[src/srcc_regs.svh]
`ifndef SRCC_REGS_SVH
`define SRCC_REGS_SVH

// Register addresses (byte, word aligned)
`define SRCC_ADDR_CAUSE      8'h00
`define SRCC_ADDR_PWMDIV     8'h04
`define SRCC_ADDR_OSCCAL     8'h08
`define SRCC_ADDR_PLLCTL     8'h0C
`define SRCC_ADDR_SLEEPCFG   8'h10
`define SRCC_ADDR_PERIPH_RST 8'h14
`define SRCC_ADDR_IRQ_STAT   8'h18
`define SRCC_ADDR_IRQ_MASK   8'h1C
`define SRCC_ADDR_SWRESET    8'h20
`define SRCC_ADDR_CLKGATE    8'h24

// Reset cause bit positions
`define SRCC_CAUSE_EXT  0
`define SRCC_CAUSE_POR  1
`define SRCC_CAUSE_BOR  2
`define SRCC_CAUSE_WDOG 3
`define SRCC_CAUSE_SW   4
`define SRCC_CAUSE_REG  5
`define SRCC_CAUSE_W    6

// PWM divider selections 0..6 mean divide by 2**sel
`define SRCC_PWMDIV_W    3
`define SRCC_PWMDIV_MAX  3'h6
`define SRCC_PWMDIV_RST  3'h0
`define SRCC_PWMCNT_W    6

// Oscillator trim
`define SRCC_TRIM_W       7
`define SRCC_TRIM_NOMINAL 7'h40
`define SRCC_OSCCMD_LSB   8
`define SRCC_OSCCMD_MSB   9

// PLL control bits
`define SRCC_PLL_VERIFY_BIT 0
`define SRCC_USBPLL_UP_BIT  1

// Interrupt status bits
`define SRCC_IRQ_PLL_LOSS 0
`define SRCC_IRQ_CAL_DONE 1
`define SRCC_IRQ_W        2

// Peripheral count and pulse length
`define SRCC_NPERIPH     16
`define SRCC_PRST_CYCLES 4'h4
`define SRCC_PRST_W      4

// PLL loss window in clock cycles of the reference
`define SRCC_PLL_WIN_W   8
`define SRCC_PLL_WIN     8'hFF

// Software reset request key
`define SRCC_SWRESET_KEY 32'h0000_0001

`endif

[src/srcc_pkg.sv]
package srcc_pkg;
  typedef enum logic [1:0] {
    SRCC_TRIM_KEEP,
    SRCC_TRIM_AUTO,
    SRCC_TRIM_FACT,
    SRCC_TRIM_USER
  } srcc_trim_cmd_t;

  typedef enum logic [1:0] {
    SRCC_CAL_IDLE,
    SRCC_CAL_RUN
  } srcc_cal_state_t;
endpackage : srcc_pkg

[src/srcc_top.sv]
// The register addresses and strobed register access are this design's own decisions.
`timescale 1ns/1ps
`include "srcc_regs.svh"
module srcc_top
  import srcc_pkg::*;
(
  input  wire logic                       core_clk_in,
  input  wire logic                       rst_n_in,
  input  wire logic [7:0]                 reg_addr_in,
  input  wire logic [31:0]                reg_wdata_in,
  input  wire logic                       reg_wr_in,
  input  wire logic                       reg_rd_in,
  output logic      [31:0]                reg_rdata_out,
  input  wire logic                       cause_ext_in,
  input  wire logic                       cause_por_in,
  input  wire logic                       cause_bor_in,
  input  wire logic                       cause_wdog_in,
  input  wire logic                       cause_reg_in,
  input  wire logic [`SRCC_TRIM_W-1:0]    factory_trim_in,
  input  wire logic                       hib_present_in,
  input  wire logic                       hib_enabled_in,
  input  wire logic                       hib_rtc_running_in,
  input  wire logic                       hib_tick_in,
  input  wire logic                       osc_fast_in,
  input  wire logic                       main_osc_tick_in,
  input  wire logic                       pll_tick_in,
  input  wire logic                       cpu_sleep_in,
  input  wire logic [`SRCC_NPERIPH-1:0]   periph_run_en_in,
  output logic                            pwm_clk_en_out,
  output logic [`SRCC_TRIM_W-1:0]         osc_trim_out,
  output logic                            usb_phy_pll_up_out,
  output logic [`SRCC_NPERIPH-1:0]        periph_clk_en_out,
  output logic [`SRCC_NPERIPH-1:0]        periph_wake_en_out,
  output logic [`SRCC_NPERIPH-1:0]        periph_rst_out,
  output logic                            sys_rst_req_out,
  output logic                            irq_out
);

  ////////////////////////////////////////////////////////////////////////////
  // Declarations
  logic [`SRCC_CAUSE_W-1:0]   cause_reg;
  logic [`SRCC_CAUSE_W-1:0]   cause_next;
  logic                       sw_rst_reg;
  logic [`SRCC_PWMDIV_W-1:0]  pwmdiv_reg;
  logic [`SRCC_PWMDIV_W-1:0]  pwmdiv_act_reg;
  logic [`SRCC_PWMCNT_W-1:0]  pwmcnt_reg;
  logic [`SRCC_PWMCNT_W-1:0]  pwm_limit;
  logic                       pwm_wrap;
  logic [`SRCC_TRIM_W-1:0]    trim_reg;
  srcc_trim_cmd_t             trim_cmd;
  srcc_cal_state_t            cal_state_reg;
  logic                       cal_allowed;
  logic                       pll_verify_reg;
  logic                       usbpll_reg;
  logic [`SRCC_PLL_WIN_W-1:0] pll_win_reg;
  logic                       pll_seen_reg;
  logic                       pll_loss;
  logic                       cal_done;
  logic                       gate_en_reg;
  logic [`SRCC_NPERIPH-1:0]   sleep_sel_reg;
  logic [`SRCC_IRQ_W-1:0]     irq_stat_reg;
  logic [`SRCC_IRQ_W-1:0]     irq_mask_reg;
  logic [`SRCC_IRQ_W-1:0]     irq_set;
  logic [`SRCC_IRQ_W-1:0]     irq_clr;
  logic [31:0]                rdata_mux;
  logic                       wr_cause;
  logic                       wr_pwmdiv;
  logic                       wr_osccal;
  logic                       wr_pllctl;
  logic                       wr_sleep;
  logic                       wr_prst;
  logic                       wr_stat;
  logic                       wr_mask;
  logic                       wr_swrst;
  logic                       wr_gate;
  logic                       soft_rst;
  logic [`SRCC_CAUSE_W-1:0]   hw_cause;

  ////////////////////////////////////////////////////////////////////////////
  // Write decode
  assign wr_cause  = reg_wr_in && (reg_addr_in == `SRCC_ADDR_CAUSE);
  assign wr_pwmdiv = reg_wr_in && (reg_addr_in == `SRCC_ADDR_PWMDIV);
  assign wr_osccal = reg_wr_in && (reg_addr_in == `SRCC_ADDR_OSCCAL);
  assign wr_pllctl = reg_wr_in && (reg_addr_in == `SRCC_ADDR_PLLCTL);
  assign wr_sleep  = reg_wr_in && (reg_addr_in == `SRCC_ADDR_SLEEPCFG);
  assign wr_prst   = reg_wr_in && (reg_addr_in == `SRCC_ADDR_PERIPH_RST);
  assign wr_stat   = reg_wr_in && (reg_addr_in == `SRCC_ADDR_IRQ_STAT);
  assign wr_mask   = reg_wr_in && (reg_addr_in == `SRCC_ADDR_IRQ_MASK);
  assign wr_gate   = reg_wr_in && (reg_addr_in == `SRCC_ADDR_CLKGATE);
  assign wr_swrst  = reg_wr_in && (reg_addr_in == `SRCC_ADDR_SWRESET)
                     && (reg_wdata_in == `SRCC_SWRESET_KEY);

  // Soft reset of all but the cause record and read data, one cycle after request
  assign soft_rst        = sw_rst_reg;
  assign sys_rst_req_out = sw_rst_reg;

  ////////////////////////////////////////////////////////////////////////////
  // Reset cause record
  assign hw_cause[`SRCC_CAUSE_EXT]  = cause_ext_in;
  assign hw_cause[`SRCC_CAUSE_POR]  = cause_por_in;
  assign hw_cause[`SRCC_CAUSE_BOR]  = cause_bor_in;
  assign hw_cause[`SRCC_CAUSE_WDOG] = cause_wdog_in;
  assign hw_cause[`SRCC_CAUSE_SW]   = sw_rst_reg;
  assign hw_cause[`SRCC_CAUSE_REG]  = cause_reg_in;

  // External reset wipes older causes; sets win over clears
  assign cause_next = cause_ext_in
                      ? hw_cause
                      : ((cause_reg & ~({`SRCC_CAUSE_W{wr_cause}}
                         & reg_wdata_in[`SRCC_CAUSE_W-1:0])) | hw_cause);

  // Cause record ignores the soft reset so it survives it
  always_ff @(posedge core_clk_in)
  begin
    if (!rst_n_in)
      cause_reg <= '0;
    else
      cause_reg <= cause_next;
  end

  // Software reset request pulse
  always_ff @(posedge core_clk_in)
  begin
    if (!rst_n_in || soft_rst)
      sw_rst_reg <= 1'b0;
    else
      sw_rst_reg <= wr_swrst;
  end

  ////////////////////////////////////////////////////////////////////////////
  // PWM clock divider
  assign pwm_limit = `SRCC_PWMCNT_W'((7'h01 << pwmdiv_act_reg) - 7'h01);
  assign pwm_wrap  = (pwmcnt_reg == pwm_limit);
  assign pwm_clk_en_out = pwm_wrap;

  // Selection register and boundary-aligned active copy
  always_ff @(posedge core_clk_in)
  begin
    if (!rst_n_in || soft_rst)
    begin
      pwmdiv_reg     <= `SRCC_PWMDIV_RST;
      pwmdiv_act_reg <= `SRCC_PWMDIV_RST;
      pwmcnt_reg     <= '0;
    end
    else
    begin
      if (wr_pwmdiv && reg_wdata_in[`SRCC_PWMDIV_W-1:0] <= `SRCC_PWMDIV_MAX)
        pwmdiv_reg <= reg_wdata_in[`SRCC_PWMDIV_W-1:0];
      if (pwm_wrap)
      begin
        pwmcnt_reg     <= '0;
        pwmdiv_act_reg <= pwmdiv_reg;
      end
      else
        pwmcnt_reg <= pwmcnt_reg + `SRCC_PWMCNT_W'(1);
    end
  end

  ////////////////////////////////////////////////////////////////////////////
  // Oscillator trim
  assign trim_cmd    = srcc_trim_cmd_t'(reg_wdata_in[`SRCC_OSCCMD_MSB:`SRCC_OSCCMD_LSB]);
  assign cal_allowed = hib_present_in && hib_enabled_in && hib_rtc_running_in;
  assign osc_trim_out = trim_reg;
  assign cal_done    = (cal_state_reg == SRCC_CAL_RUN) && !cal_allowed;

  // Trim register and automatic calibration stepping
  always_ff @(posedge core_clk_in)
  begin
    if (!rst_n_in || soft_rst)
    begin
      trim_reg      <= `SRCC_TRIM_NOMINAL;
      cal_state_reg <= SRCC_CAL_IDLE;
    end
    else if (wr_osccal)
    begin
      case (trim_cmd)
        SRCC_TRIM_USER:
        begin
          trim_reg      <= reg_wdata_in[`SRCC_TRIM_W-1:0];
          cal_state_reg <= SRCC_CAL_IDLE;
        end
        SRCC_TRIM_FACT:
        begin
          trim_reg      <= factory_trim_in;
          cal_state_reg <= SRCC_CAL_IDLE;
        end
        SRCC_TRIM_AUTO:
          cal_state_reg <= cal_allowed ? SRCC_CAL_RUN : SRCC_CAL_IDLE;
        default:
          cal_state_reg <= cal_state_reg;
      endcase
    end
    else
    begin
      case (cal_state_reg)
        SRCC_CAL_RUN:
        begin
          if (!cal_allowed)
            cal_state_reg <= SRCC_CAL_IDLE;
          else if (hib_tick_in && osc_fast_in && trim_reg != {`SRCC_TRIM_W{1'b1}})
            trim_reg <= trim_reg + `SRCC_TRIM_W'(1);
          else if (hib_tick_in && !osc_fast_in && trim_reg != '0)
            trim_reg <= trim_reg - `SRCC_TRIM_W'(1);
        end
        default:
          cal_state_reg <= SRCC_CAL_IDLE;
      endcase
    end
  end

  ////////////////////////////////////////////////////////////////////////////
  // PLL verification timer and USB PLL power
  assign pll_loss = pll_verify_reg && main_osc_tick_in
                    && (pll_win_reg == `SRCC_PLL_WIN) && !pll_seen_reg;
  assign usb_phy_pll_up_out = usbpll_reg;

  // Window of reference ticks; PLL tick must appear in each window
  always_ff @(posedge core_clk_in)
  begin
    if (!rst_n_in || soft_rst || !pll_verify_reg)
    begin
      pll_win_reg  <= '0;
      pll_seen_reg <= 1'b0;
    end
    else if (main_osc_tick_in && pll_win_reg == `SRCC_PLL_WIN)
    begin
      pll_win_reg  <= '0;
      pll_seen_reg <= pll_tick_in;
    end
    else
    begin
      if (main_osc_tick_in)
        pll_win_reg <= pll_win_reg + `SRCC_PLL_WIN_W'(1);
      if (pll_tick_in)
        pll_seen_reg <= 1'b1;
    end
  end

  // PLL control register
  always_ff @(posedge core_clk_in)
  begin
    if (!rst_n_in || soft_rst)
    begin
      pll_verify_reg <= 1'b0;
      usbpll_reg     <= 1'b0;
    end
    else if (wr_pllctl)
    begin
      pll_verify_reg <= reg_wdata_in[`SRCC_PLL_VERIFY_BIT];
      usbpll_reg     <= reg_wdata_in[`SRCC_USBPLL_UP_BIT];
    end
  end

  ////////////////////////////////////////////////////////////////////////////
  // Sleep clock gating
  assign periph_clk_en_out  = (cpu_sleep_in && gate_en_reg)
                              ? (periph_run_en_in & sleep_sel_reg)
                              : periph_run_en_in;
  assign periph_wake_en_out = gate_en_reg ? (periph_run_en_in & sleep_sel_reg)
                                          : periph_run_en_in;

  // Gating enable and sleep selection
  always_ff @(posedge core_clk_in)
  begin
    if (!rst_n_in || soft_rst)
    begin
      gate_en_reg   <= 1'b0;
      sleep_sel_reg <= '0;
    end
    else
    begin
      if (wr_gate)
        gate_en_reg <= reg_wdata_in[0];
      if (wr_sleep)
        sleep_sel_reg <= reg_wdata_in[`SRCC_NPERIPH-1:0];
    end
  end

  ////////////////////////////////////////////////////////////////////////////
  // Per-peripheral reset pulse stretchers
  genvar gi;
  generate
    for (gi = 0; gi < `SRCC_NPERIPH; gi++)
    begin : g_prst
      logic [`SRCC_PRST_W-1:0] cnt_reg;
      always_ff @(posedge core_clk_in)
      begin
        if (!rst_n_in)
          cnt_reg <= '0;
        else if (soft_rst || (wr_prst && reg_wdata_in[gi]))
          cnt_reg <= `SRCC_PRST_CYCLES;
        else if (cnt_reg != '0)
          cnt_reg <= cnt_reg - `SRCC_PRST_W'(1);
      end
      assign periph_rst_out[gi] = (cnt_reg != '0);
    end
  endgenerate

  ////////////////////////////////////////////////////////////////////////////
  // Interrupt status and mask
  assign irq_set[`SRCC_IRQ_PLL_LOSS] = pll_loss;
  assign irq_set[`SRCC_IRQ_CAL_DONE] = cal_done;
  assign irq_clr = {`SRCC_IRQ_W{wr_stat}} & reg_wdata_in[`SRCC_IRQ_W-1:0];
  assign irq_out = |(irq_stat_reg & irq_mask_reg);

  // Sticky status, set wins over clear
  always_ff @(posedge core_clk_in)
  begin
    if (!rst_n_in || soft_rst)
    begin
      irq_stat_reg <= '0;
      irq_mask_reg <= '0;
    end
    else
    begin
      irq_stat_reg <= (irq_stat_reg & ~irq_clr) | irq_set;
      if (wr_mask)
        irq_mask_reg <= reg_wdata_in[`SRCC_IRQ_W-1:0];
    end
  end

  ////////////////////////////////////////////////////////////////////////////
  // Read path
  always_comb
  begin
    rdata_mux = '0;
    case (reg_addr_in)
      `SRCC_ADDR_CAUSE:    rdata_mux[`SRCC_CAUSE_W-1:0]  = cause_reg;
      `SRCC_ADDR_PWMDIV:   rdata_mux[`SRCC_PWMDIV_W-1:0] = pwmdiv_reg;
      `SRCC_ADDR_OSCCAL:
      begin
        rdata_mux[`SRCC_TRIM_W-1:0]  = trim_reg;
        rdata_mux[`SRCC_OSCCMD_LSB]  = (cal_state_reg == SRCC_CAL_RUN);
      end
      `SRCC_ADDR_PLLCTL:
      begin
        rdata_mux[`SRCC_PLL_VERIFY_BIT] = pll_verify_reg;
        rdata_mux[`SRCC_USBPLL_UP_BIT]  = usbpll_reg;
      end
      `SRCC_ADDR_SLEEPCFG: rdata_mux[`SRCC_NPERIPH-1:0] = sleep_sel_reg;
      `SRCC_ADDR_IRQ_STAT: rdata_mux[`SRCC_IRQ_W-1:0]   = irq_stat_reg;
      `SRCC_ADDR_IRQ_MASK: rdata_mux[`SRCC_IRQ_W-1:0]   = irq_mask_reg;
      `SRCC_ADDR_CLKGATE:  rdata_mux[0]                 = gate_en_reg;
      default:             rdata_mux = '0;
    endcase
  end

  // Read data registered, valid one cycle after strobe only
  always_ff @(posedge core_clk_in)
  begin
    if (!rst_n_in)
      reg_rdata_out <= '0;
    else
      reg_rdata_out <= reg_rd_in ? rdata_mux : 32'h0000_0000;
  end

endmodule : srcc_top
[config.mk]
export PLATFORM = sky130hd
export DESIGN_NAME = srcc_top
export DESIGN_NICKNAME = d
export VERILOG_FILES = /design/src/srcc_pkg.sv /design/src/srcc_top.sv
export VERILOG_INCLUDE_DIRS = /design/src
export SDC_FILE = /design/constraint.sdc
export NUM_CORES = 1
export LEC_CHECK = 0
export BUFFER_PORTS_ARGS = -buffer_cell sky130_fd_sc_hd__buf_2
export CAP_MARGIN = 15
export CORE_UTILIZATION = 58
export DETAILED_ROUTE_END_ITERATION = 8
export PLACE_DENSITY = 0.85
export SLEW_MARGIN = 20
export SYNTH_ARGS = -nofsm -noshare
export SYNTH_HDL_FRONTEND = slang
export SYNTH_SLANG_ARGS = --single-unit
export TNS_END_PERCENT = 10
[constraint.sdc]
create_clock -name core_clk_in -period 4.85 [get_ports core_clk_in]
set_clock_uncertainty 0.05 [all_clocks]
set_input_delay 0.2425 -clock core_clk_in [delete_from_list [all_inputs] [get_ports core_clk_in]]
set_output_delay 0.2425 -clock core_clk_in [all_outputs]
set_load 0.02 [all_outputs]
==> results.sh <==
export IMPL_synth_compound_area_frac=0.183
export IMPL_die_h_microns=113
export IMPL_yosys_area_share_xor_xnor=0.0425
export IMPL_r2r_slack_ns=1.83
export IMPL_synth_top_area_frac=0.386
export IMPL_wl_met3_microns=1480
export IMPL_maxSlewViolCount=0
export IMPL_ys_seq_area_frac=0.386
export IMPL_vias_per_cell=5.70
export IMPL_ir_worst_vdd_v=0.000335
export IMPL_finalNonFillerCells=1205
export IMPL_ff2ff_path_depth=9
export IMPL_critPathLaunchType="flop"
export IMPL_grt_usage=0.291
export IMPL_period_minus_slack_ns=3.07
export IMPL_insertedDiodeCount=0
export IMPL_final_seq_area_sq_mm=0.00278
export IMPL_synthCells=886
export IMPL_synthSimpleGateAreaFrac=0.225
export IMPL_drtIter0Drc=446
export IMPL_yosys_area_share_adder=0.0444
export IMPL_finalSetupViolCount=0
export IMPL_grt_pass1_wl_microns=29600
export IMPL_holdPathEnd="cause_reg[1]"
export IMPL_core_area_sq_mm=0.0121
export IMPL_synth_main_ff_cell="dfxtp_1"
export IMPL_r2r_end="osc_trim_out[6]"
export IMPL_synth_top_area_cell="dfxtp_1"
export IMPL_finalHoldViolCount=0
export IMPL_dieArea_sq_mm=0.0129
export IMPL_total_leakage_power_nw=3.68
export IMPL_crit_fanout=9
export IMPL_drt_total_wl_microns=18400
export IMPL_synth_mux_area_frac=0.0462
export IMPL_end_kind="output pin"
export IMPL_cts_root_buf="clkbuf_16"
export IMPL_numCtsBuffers=17
export IMPL_yosysUniqueCellTypes=62
export IMPL_rr_startpoint="osc_trim_out[0]"
export IMPL_placed_cells_incl_taps=1172
export IMPL_wl_per_cell_microns=15.3
export IMPL_power_density_mw_per_mm2=502
export IMPL_place_congestion=0.932
export IMPL_clk_pin_slew_ns=0.06
export IMPL_io_pin_count=171
export IMPL_cts_sinks=139
export IMPL_rsz0062_at_grt="false"
export IMPL_ys_ff_latch=139
export IMPL_gr_total_overflow=0
export IMPL_drive_gt1_frac=0.200
export IMPL_cts_tree="done"
export IMPL_cp_arrival_ns=2.77
export IMPL_post_cts_resized=0
export IMPL_drc=0
export IMPL_die_w_microns=113
export IMPL_fillerInstances=921
export IMPL_criticalPathCategory="reg2out"
export IMPL_insertion_delay_ns=0.42
export IMPL_hp_start="cause_por_in"
export IMPL_crit_start="pwmdiv_act_reg[2]"
export IMPL_syn_area_sq_mm=0.00721
export IMPL_vias=6874
export IMPL_dp_final_hpwl_microns=13000
export IMPL_final_nets=1129
export IMPL_finalCritPeriodShare=0.632
export IMPL_fmax_mhz=326
export IMPL_wl_met2_microns=8600
export IMPL_synth_top_family_by_area="simple AND/OR/NAND/NOR gates"
export IMPL_drt_met1_wl_microns=7770
export IMPL_io_buffers=154
export IMPL_start_util=0.598
export IMPL_yosys_warnings=0
export IMPL_drtPass1Iterations=6
export IMPL_required_ns=4.56
export IMPL_ant_nets=0
export IMPL_largest_register_ff_count=64
export IMPL_synth_edff_count=0
export IMPL_highest_layer="met4"
export IMPL_status="finished, final reports clean"
export IMPL_power_mw=4.35
export IMPL_htreeDepth=4
export IMPL_grt_pass1_vias=6078
export IMPL_synthArstFlopShare=0
export IMPL_fin_tns_setup_ns=0
export IMPL_maxCapViolations=0
export IMPL_grt_antenna_before_repair=0
export IMPL_min_path_type="in2reg"
export IMPL_multi_input_area_sq_mm=0.00398
export IMPL_num_rows=40
export IMPL_syn_to_final_growth_pct=20.3
export IMPL_holdPathStages=2
export IMPL_cts_max_path_buffers=2
export IMPL_syn_area_per_cell_sq_um=8.13
export IMPL_synth_most_common_cell="dfxtp_1"
export IMPL_slew_limit_headroom=0.289
export IMPL_synth_top_cells_by_count="dfxtp_1 (139), nor2_1 (99), a21oi_1 (74)"
export IMPL_worst_slew_pin_slew_ns=1.07
export IMPL_synth_area_leaders="dfxtp_1 (39%), nor2_1 (5.2%), a21oi_1 (5.1%), mux2i_1 (4.3%), ha_1 (4.2%)"
export IMPL_grt_start_max_net_pins=41
[cell type report]
type / instances / share of cell area
Clock buffer: 22 / 0.0547
Clock inverter: 10 / 0.0188
Inverter: 67 / 0.0290
Multi-Input combinational cell: 640 / 0.459
Sequential cell: 139 / 0.321
Tap cell: 168 / 0.0242
Timing Repair Buffer: 159 / 0.0935
[kinds of logic after synthesis]
logic type	after synthesis
fa+ha+maj	25
xor+xnor	35
mux	33
other cells	1
flops	139
buf+inv	122
simple gates	330
compound gates	201
[worst max-delay path, cell delays in order (launching register included)]
cell and delay [ns]:
dfxtp_1 0.37, or3_1 0.44, ha_1 0.28, o211a_1 0.14
a211oi_1 0.33, xnor2_1 0.17, nor2_1 0.39, buf_2 0.25
[report_power, final]
part | leakage, nW | internal (mW) | switching [mW]
Combinational | 2.24 | 0.589 | 0.844
Sequential | 1.13 | 1.35 | 0.169
Clock | 0.307 | 0.903 | 0.491
Total | 3.68 | 2.85 | 1.50
[how the worst max path moves through the flow]
stage	to	slack, ns	cells past startpoint
floorplan	osc_trim_out[6]	2.18	9
global placement	osc_trim_out[6]	2.14	9
detailed placement	osc_trim_out[6]	1.95	9
CTS	pwm_clk_en_out	1.79	7
global route	pwm_clk_en_out	1.54	7
finish	pwm_clk_en_out	1.78	7
[metrics by stage]
step	hold WS (ns)	cell area, sq um	util	setup slack, ns
floorplan	0.271	7260	-	2.18
global placement	0.405	8020	0.665	2.14
detailed placement	0.405	8020	0.665	1.95
CTS	0.0119	8670	0.719	1.79
global route	0.0125	8670	0.719	1.54
finish	0.0289	8670	0.719	1.78
[what timing repair did]
item / 4_1_cts / 5_1_grt
endpoints found under the hold margin: 1 / 0
setup buffers: 0 / 0
hold buffers: 1 / 0
[cells in the final DEF (no fill, tap or decap), types with 4 or more instances in the layout]
| master | Yosys | routed |
|---|---|---|
| a211oi_1 | 36 | 36 |
| a21o_1 | 19 | 19 |
| a21oi_1 | 74 | 74 |
| a22oi_1 | 8 | 8 |
| a31oi_1 | 17 | 17 |
| and2_1 | 9 | 9 |
| and3_1 | 5 | 5 |
| buf_2 | 1 | 154 |
| buf_4 | 16 | 4 |
| bufinv_16 | 0 | 4 |
| clkbuf_16 | 0 | 17 |
| conb_1 | 1 | 16 |
| dfxtp_1 | 139 | 139 |
| ha_1 | 24 | 24 |
| inv_1 | 67 | 67 |
| mux2i_1 | 31 | 31 |
| nand2_1 | 72 | 72 |
| nand2b_1 | 7 | 6 |
| nand3_1 | 37 | 37 |
| nand4_1 | 6 | 6 |
| nor2_1 | 99 | 99 |
| nor2b_1 | 22 | 21 |
| nor3_1 | 25 | 24 |
| nor4_1 | 10 | 9 |
| nor4b_1 | 4 | 4 |
| o211ai_1 | 4 | 4 |
| o21a_1 | 7 | 7 |
| o21ai_0 | 11 | 11 |
| or3_1 | 19 | 19 |
| xnor2_1 | 24 | 24 |
| xor2_1 | 11 | 11 |
[routing by layer]
layer,vias up,track usage
met5,-,0
met4,0,0.126
met3,44,0.0632
met2,354,0.489
met1,3126,0.360
li1,3350,-
No activity file was read; power rests on OpenSTA's default activity.
